**config.mk**
```make
export PLATFORM = sky130hd
export DESIGN_NAME = sdram_mode_burst
export DESIGN_NICKNAME = d
export VERILOG_FILES = /design/src/logic/sdram_mode_pkg.sv /design/src/logic/sdram_mode_burst.sv
export SDC_FILE = /design/constraint.sdc
export NUM_CORES = 1
export LEC_CHECK = 0
export BUFFER_PORTS_ARGS = -buffer_cell sky130_fd_sc_hd__buf_4
export CORE_UTILIZATION = 60
export DETAILED_ROUTE_END_ITERATION = 16
export PLACE_DENSITY = 0.84
export SLEW_MARGIN = 25
export SYNTH_ARGS = -nofsm -noshare
export SYNTH_HDL_FRONTEND = slang
export SYNTH_SLANG_ARGS = --single-unit
```
**constraint.sdc**
```tcl
create_clock -name clk_sys_in -period 4.7 [get_ports clk_sys_in]
set_input_delay 1.41 -clock clk_sys_in [delete_from_list [all_inputs] [get_ports clk_sys_in]]
set_output_delay 1.41 -clock clk_sys_in [all_outputs]
set_load 0.01 [all_outputs]
```
**src/logic/sdram_mode_pkg.sv**
```systemverilog
// constants for the mode-register and burst sequencing block
// assumes a single rising-edge clock shared with the memory controller
package sdram_mode_pkg;
    // command encodings on {cs_n, ras_n, cas_n, we_n}
    localparam logic [3:0] CMD_LOAD_MODE = 4'h0;
    localparam logic [3:0] CMD_READ = 4'h5;
    localparam logic [3:0] CMD_WRITE = 4'h4;
    localparam logic [3:0] CMD_BURST_STOP = 4'h6;
    // operating_mode_config field layout
    localparam int BL_LSB = 0;
    localparam int BT_BIT = 3;
    localparam int LAT_LSB = 4;
    localparam int OPM_LSB = 7;
    localparam int WBM_BIT = 9;
    localparam int MODE_W = 13;
    // field encodings
    localparam logic [2:0] BL_ONE = 3'h0;
    localparam logic [2:0] BL_TWO = 3'h1;
    localparam logic [2:0] BL_FOUR = 3'h2;
    localparam logic [2:0] BL_EIGHT = 3'h3;
    localparam logic [2:0] BL_PAGE = 3'h7;
    localparam logic [2:0] LAT_TWO = 3'h2;
    localparam logic [2:0] LAT_THREE = 3'h3;
    localparam logic [1:0] OPM_NORMAL = 2'h0;
    // bank address that selects the extended register
    localparam logic [1:0] BA_EXT = 2'h2;
    // reset values
    localparam logic [MODE_W-1:0] MODE_RST = 13'h0_020;
    // extended defaults: refresh all 4 banks, full drive, sensor (85C setting)
    localparam logic [MODE_W-1:0] EXT_RST = 13'h0_018;
endpackage : sdram_mode_pkg

```
**src/logic/sdram_mode_burst.sv**
```systemverilog
// mode registers, burst column sequencing and read data timing of the sdram
// assumes command pins are already synchronous to clk_sys_in, as in the device
// Functional notes
// - mode bits: 0-2 length, 3 type, 4-6 latency, 7-8 op mode, 9 write mode
// - mode registers hold contents until reloaded
// - load with bank address 10 writes extended register
// - extended register defaults: sensor on, full drive, full-array refresh
// - lengths 1,2,4,8 for both types; full page only sequential
// - burst terminate command stops a running burst
// - burst wraps inside aligned block sized by burst length
// - full page increments through page, wraps to zero, runs until stopped
// - sequential order: next column modulo burst length
// - interleaved order: start offset xor access index
// - read latency two or three clocks; data valid at edge n+m
// - outputs start driving at edge n+m-1
// - op mode bits both zero means normal operation
// - single-write bit forces writes to one location
`timescale 1ns/1ps
module sdram_mode_burst
    import sdram_mode_pkg::*;
#(
    parameter int COL_W = 9
) (
    // clock and reset
    input wire logic clk_sys_in,
    input wire logic rstn_in,
    // command and address pins
    input wire logic cs_n_in,
    input wire logic ras_n_in,
    input wire logic cas_n_in,
    input wire logic we_n_in,
    input wire logic [1:0] bank_addr_in,
    input wire logic [MODE_W-1:0] addr_in,
    // column sequencing
    output logic [COL_W-1:0] column_out,
    output logic access_read_out,
    output logic access_write_out,
    // read data timing
    output logic dq_drive_out,
    output logic dq_valid_out,
    // stored configuration
    output logic [MODE_W-1:0] operating_mode_config_out,
    output logic [MODE_W-1:0] extended_mode_config_out,
    output logic normal_mode_out
);
    if (COL_W < 3 || COL_W > MODE_W) begin : g_bad_col_w
        $error("COL_W out of range");
    end

    typedef enum logic [1:0] {
        ST_IDLE = 2'b00,
        ST_READ = 2'b01,
        ST_WRITE = 2'b10
    } burst_state_e;

    logic [MODE_W-1:0] mode_r;
    logic [MODE_W-1:0] ext_r;
    burst_state_e state_r, state_nxt;
    logic [COL_W-1:0] base_r;
    logic [COL_W-1:0] col_r;
    logic [2:0] start_r;
    logic [COL_W-1:0] idx_r;
    logic [COL_W-1:0] left_r;
    logic interleave_r;
    logic [2:0] wrap_bits_r;
    logic page_r;
    logic [1:0] rd_pipe_r;

    wire [3:0] cmd = {cs_n_in, ras_n_in, cas_n_in, we_n_in};
    wire load_cmd = (cmd == CMD_LOAD_MODE);
    wire load_main = load_cmd && (bank_addr_in == 2'h0);
    wire load_ext = load_cmd && (bank_addr_in == BA_EXT);
    wire rd_cmd = (cmd == CMD_READ);
    wire wr_cmd = (cmd == CMD_WRITE);
    wire stop_cmd = (cmd == CMD_BURST_STOP);
    wire [2:0] bl_code = mode_r[BL_LSB+:3];
    wire bt_inter = mode_r[BT_BIT];
    wire [2:0] lat_code = mode_r[LAT_LSB+:3];
    wire single_wr = mode_r[WBM_BIT];
    wire lat3 = (lat_code == LAT_THREE);
    wire is_page = (bl_code == BL_PAGE);
    // number of low address bits that wrap; reserved codes act as length one
    wire [2:0] wbits = (bl_code == BL_TWO) ? 3'h1 : (bl_code == BL_FOUR) ? 3'h2 :
        (bl_code == BL_EIGHT) ? 3'h3 : 3'h0;
    wire [COL_W-1:0] start_col = addr_in[COL_W-1:0];
    wire [COL_W-1:0] one_c = {{(COL_W-1){1'b0}}, 1'b1};
    wire [COL_W-1:0] burst_len = is_page ? {COL_W{1'b1}} : (one_c << wbits);
    // writes collapse to one location when the single-write bit is set
    wire [COL_W-1:0] wr_len = single_wr ? one_c : burst_len;
    wire [2:0] wmask = 3'((4'h1 << wrap_bits_r) - 4'h1);
    wire [2:0] nidx = idx_r[2:0] + 3'h1;
    // sequential: start+k wraps in block; interleaved: start xor k
    wire [2:0] off_seq = (start_r + nidx) & wmask;
    wire [2:0] off_int = (start_r ^ nidx) & wmask;
    wire [2:0] off_nxt = interleave_r ? off_int : off_seq;
    wire [COL_W-1:0] block_col = (base_r & ~{{(COL_W-3){1'b0}}, wmask}) |
        {{(COL_W-3){1'b0}}, off_nxt};
    wire [COL_W-1:0] col_nxt = page_r ? col_r + one_c : block_col;
    wire bursting = (state_r != ST_IDLE);
    wire more = (left_r != '0) || page_r;
    wire new_cmd = rd_cmd || wr_cmd;

    always_comb begin
        state_nxt = state_r;
        if (new_cmd) begin
            state_nxt = rd_cmd ? ST_READ : ST_WRITE;
        end else if (stop_cmd || !more) begin
            state_nxt = ST_IDLE;
        end
    end

    // registers change only on reset or a load command; nothing else writes them
    always_ff @(posedge clk_sys_in) begin
        if (!rstn_in) begin
            mode_r <= MODE_RST;
            ext_r <= EXT_RST;
        end else begin
            if (load_main) mode_r <= addr_in;
            if (load_ext) ext_r <= addr_in;
        end
    end

    always_ff @(posedge clk_sys_in) begin
        if (!rstn_in) begin
            state_r <= ST_IDLE;
            base_r <= '0;
            col_r <= '0;
            start_r <= '0;
            idx_r <= '0;
            left_r <= '0;
            interleave_r <= 1'b0;
            wrap_bits_r <= '0;
            page_r <= 1'b0;
        end else begin
            state_r <= state_nxt;
            if (new_cmd) begin
                base_r <= start_col;
                col_r <= start_col;
                start_r <= start_col[2:0] & 3'((4'h1 << wbits) - 4'h1);
                idx_r <= '0;
                left_r <= (rd_cmd ? burst_len : wr_len) - one_c;
                // interleave is never applied to full page
                interleave_r <= bt_inter && !is_page;
                wrap_bits_r <= wbits;
                page_r <= is_page && !(wr_cmd && single_wr);
            end else if (bursting && more) begin
                col_r <= col_nxt;
                idx_r <= idx_r + one_c;
                if (!page_r) left_r <= left_r - one_c;
            end
        end
    end

    // read data: two-stage pipeline of every cycle's read access (command and burst), tap chosen by latency
    wire rd_access = (state_nxt == ST_READ) && (new_cmd || (bursting && more));
    always_ff @(posedge clk_sys_in) begin
        if (!rstn_in) begin
            rd_pipe_r <= '0;
            dq_valid_out <= 1'b0;
            dq_drive_out <= 1'b0;
        end else begin
            rd_pipe_r <= {rd_pipe_r[0], rd_access && !stop_cmd};
            dq_valid_out <= lat3 ? rd_pipe_r[1] : rd_pipe_r[0];
            dq_drive_out <= (lat3 ? rd_pipe_r[0] : (rd_access && !stop_cmd)) ||
                (lat3 ? rd_pipe_r[1] : rd_pipe_r[0]);
        end
    end

    always_ff @(posedge clk_sys_in) begin
        if (!rstn_in) begin
            column_out <= '0;
            access_read_out <= 1'b0;
            access_write_out <= 1'b0;
            operating_mode_config_out <= MODE_RST;
            extended_mode_config_out <= EXT_RST;
            normal_mode_out <= 1'b1;
        end else begin
            column_out <= new_cmd ? start_col : col_nxt;
            access_read_out <= (state_nxt == ST_READ) && !stop_cmd &&
                (new_cmd || (bursting && more));
            access_write_out <= (state_nxt == ST_WRITE) && !stop_cmd &&
                (new_cmd || (bursting && more));
            operating_mode_config_out <= load_main ? addr_in : mode_r;
            extended_mode_config_out <= load_ext ? addr_in : ext_r;
            normal_mode_out <= (load_main ? addr_in[OPM_LSB+:2] :
                mode_r[OPM_LSB+:2]) == OPM_NORMAL;
        end
    end

    a_mode_hold: assert property (@(posedge clk_sys_in) disable iff (!rstn_in)
        !load_main |=> mode_r == $past(mode_r))
        else $error("mode register changed without load");
    a_ext_load: assert property (@(posedge clk_sys_in) disable iff (!rstn_in)
        load_ext |=> ext_r == $past(addr_in))
        else $error("extended register not loaded");
    // a write issued right behind the first one legally restarts the access
    a_wr_single: assert property (@(posedge clk_sys_in) disable iff (!rstn_in)
        wr_cmd && single_wr |=> access_write_out ##1
        (!access_write_out || $past(wr_cmd)))
        else $error("single write ran longer than one location");
    a_stop_ends: assert property (@(posedge clk_sys_in) disable iff (!rstn_in)
        stop_cmd && !new_cmd |=> state_r == ST_IDLE)
        else $error("burst did not stop");
    a_lat_two: assert property (@(posedge clk_sys_in) disable iff (!rstn_in)
        rd_cmd && lat_code == LAT_TWO && !load_main |-> ##2 dq_valid_out)
        else $error("read data late at latency two");
    a_drive_early: assert property (@(posedge clk_sys_in) disable iff (!rstn_in)
        rd_cmd && lat3 && !load_main |-> ##2 dq_drive_out ##1 dq_valid_out)
        else $error("drive not one cycle before data");
    a_int_order: assert property (@(posedge clk_sys_in) disable iff (!rstn_in)
        bursting && more && !new_cmd && interleave_r && !stop_cmd
        |=> column_out[2:0] == ((start_r ^ $past(nidx)) & wmask))
        else $error("interleaved offset wrong");
    a_block_wrap: assert property (@(posedge clk_sys_in) disable iff (!rstn_in)
        bursting && !page_r && !new_cmd |=>
        (column_out >> wrap_bits_r) == (base_r >> wrap_bits_r))
        else $error("burst left its block");
    a_page_inc: assert property (@(posedge clk_sys_in) disable iff (!rstn_in)
        bursting && page_r && !new_cmd && !stop_cmd
        |=> column_out == $past(col_r) + one_c)
        else $error("full page column did not increment");
    c_read_burst: cover property (@(posedge clk_sys_in) rd_cmd ##3 dq_valid_out);
    c_page_stop: cover property (@(posedge clk_sys_in) page_r ##1 stop_cmd);
    c_ext_load: cover property (@(posedge clk_sys_in) load_ext);
    c_interleave: cover property (@(posedge clk_sys_in) interleave_r && wrap_bits_r == 3'h3);
endmodule : sdram_mode_burst

```
==> flow_summary.toml <==
[status]
status = "finished, final reports clean"

[synthesis]
synthFlopType = "dfxtp_1"
ys_warn_count = 0
yosysSeqAreaShare = 0.454
synth_cells = 407
syn-num-nets = 434
ys_async_sr_fraction = 0
yosysMostFrequentCell = "dfxtp_1"
synth_seq_cells = 81
yosys.area.top_type = "dfxtp_1"
ys_types = 55
syn_area_per_cell_sq_um = 8.78
synth_edf_count = 0
netlist_top_cells_area = "dfxtp_1 (45%), mux2i_1 (8.1%), nor2_1 (6.1%)"
synth_common_cells = "dfxtp_1 (81), nor2_1 (58), nand2_1 (43), mux2i_1 (29), a21oi_1 (27)"
netlist.area_leader.share = 0.454
syn_area_sq_um = 3570

[min_path]
hold_end = "base_r[6]"
holdPathStages = 2
hp-class = "reg -> reg"
worstHoldStart = "base_r[6]"

[clocking]
cts_tree = "built"
cts_buffer_depth = 2
clk_pin_slew_ns = 0.08
postCtsResizedCells = 0
cts.sink_count = 81
cts_hold_buf = 0
post_cts_buffers = 0
cts_buffers = 9
htreeDepth = 3
root_buffer = "clkbuf_8"
clk_latency_ns = 0.35

[power_and_ir_drop]
power_density_nw_per_um2 = 342
ir_worst_vdd_mv = 0.309
p_leak_nw = 1.75

[critical_path]
worstSetupPathType = "in -> reg"
rrSetupSlack_ns = 2.31
crit_required_ns = 4.99
worstSetupEndpointType = "flip-flop"
cp-start-kind = "primary input"
worstRegToRegCells = 5
critPathMaxFanout = 35
reg2reg_from = "left_r[0]"
arrival_ns = 3.72
timing.rr.end = "col_r[7]"

[timing]
setup_violations = 0
fmax_mhz = 291
slew_viol_final = 0
tns_ns = 0
fin_crit_sh = 0.731
rsz0062_at_grt = "false"
fin_worst_skew_ns = 0.00779
hold_viol = 0
worst-slew-pin-transition_ns = 0.612
period_needed_ns = 3.43
hold_ws_ns = 0.456
relSlewSlack = 0.592

[global_route]
grtUsageTotal = 0.292
overflow = 0
antenna_found_initial = 0
grt_pass1_vias = 2986
grt_pass1_wl_um = 14100
grt_max_degree = 37

[finish]
utilization = 0.761
multi_input_area_sq_um = 1810
fin_area_sq_um = 4270
diodes = 0
fillCellCount = 416
drive_gt1_frac = 0.197
regArea_sq_um = 1620
nNetsFinal = 484
syn2layout_area_growth_pct = 19.4

[floorplanning]
start_util = 0.637
die_w_um = 79.2
dieArea_sq_um = 6270
die_h_um = 79.2
boundaryPins = 61
row_count = 27
core-area_sq_um = 5610

[place]
gp_congestion = 0.901
dpl_cell_area_sq_um = 4040
dpl.hpwl_um = 5730
port-buffer-count = 60

[detailed_routing]
wl_um = 8430
wl_per_cell_um = 15.8
route.detailed.drc = 0
num_vias = 3170
via_per_inst = 5.94
drtAntennaViolNets = 0
drt_first_pass_iters = 4
drt_iter0_drc = 363

[job]
cap_violations = 0
critical path, stage by stage:
cell       delay [ns]
buf_4            0.13
or3b_2           0.47
buf_4            0.26
nor3_1           0.28
o2bb2ai_1        0.18
ha_1             0.30
a31oi_1          0.09
nor3_1           0.31
o21ai_0          0.14
a21oi_1          0.16
registers in the layout (all words and copies together), names as in the netlist, 3 cells and up:
name / cells
col_r: 9
operating_mode_config_out: 13
left_r: 9
column_out: 9
start_r: 3
base_r: 9
idx_r: 3
extended_mode_config_out: 13
stage by stage:
stage | total power (W) | setup WS, ns | instances
floorplan | 0.000851 | 1.27 | 407
detailed placement | 0.000903 | 0.979 | 518
CTS | 0.00146 | 1.33 | 534
global placement | 0.000899 | 1.09 | 518
global route | 0.00151 | 1.07 | 534
finish | 0.00146 | 1.27 | 534
placed cells by master (no fill, tap or decap), types with 10 or more instances in the layout:
cell type	count
clkbuf_8	10
nand3_1	12
mux2i_1	29
nor3_1	16
buf_4	65
dfxtp_1	81
a21oi_1	27
nor2_1	58
o21ai_0	15
nand2_1	43
logic make-up after synthesis:
| logic type | Yosys count | synth area share |
|---|---|---|
| adders and majority gates | 6 | 0.0231 |
| and+or+nand+nor | 162 | 0.211 |
| DFF | 81 | 0.454 |
| muxes | 29 | 0.0813 |
| buffers and inverters | 34 | 0.0434 |
| AOI/OAI and AO/OA | 84 | 0.157 |
| xor gates and xnor gates | 11 | 0.0308 |
how the worst max path moves through the flow:
| stage | endpoint | start | slack (ns) |
|---|---|---|---|
| after floorplan | left_r[4] | cas_n_in | 1.27 |
| after global placement | left_r[8] | cas_n_in | 1.09 |
| after detailed placement | left_r[8] | cas_n_in | 0.98 |
| after CTS | left_r[8] | cas_n_in | 1.33 |
| after global routing | left_r[8] | cas_n_in | 1.07 |
| final | left_r[8] | cas_n_in | 1.27 |
final cells by class:
cell class,instances,area share
Clock buffer,10,0.0323
Clock inverter,6,0.0214
Inverter,8,0.00704
Multi-Input combinational cell,292,0.424
Sequential cell,81,0.380
Tap cell,72,0.0211
Timing Repair Buffer,65,0.114
power by group:
| part | switching (W) | internal [W] | total, W | leakage [nW] |
|---|---|---|---|---|
| clock | 0.000251 | 0.000315 | 0.000566 | 0.116 |
| combinational | 0.0000921 | 0.0000695 | 0.000162 | 0.979 |
| sequential | 0.0000226 | 0.000708 | 0.000730 | 0.657 |
| total | 0.000365 | 0.00109 | 0.00146 | 1.75 |
metal layers:
metal,vias to the layer above,global-route usage,routed length (um)
li1,1534,-,-
met1,1494,0.391,3700
met2,128,0.449,3930
met3,14,0.0667,669
met4,0,0.124,137
met5,-,0,0
Power figures use the tool's default switching activity.
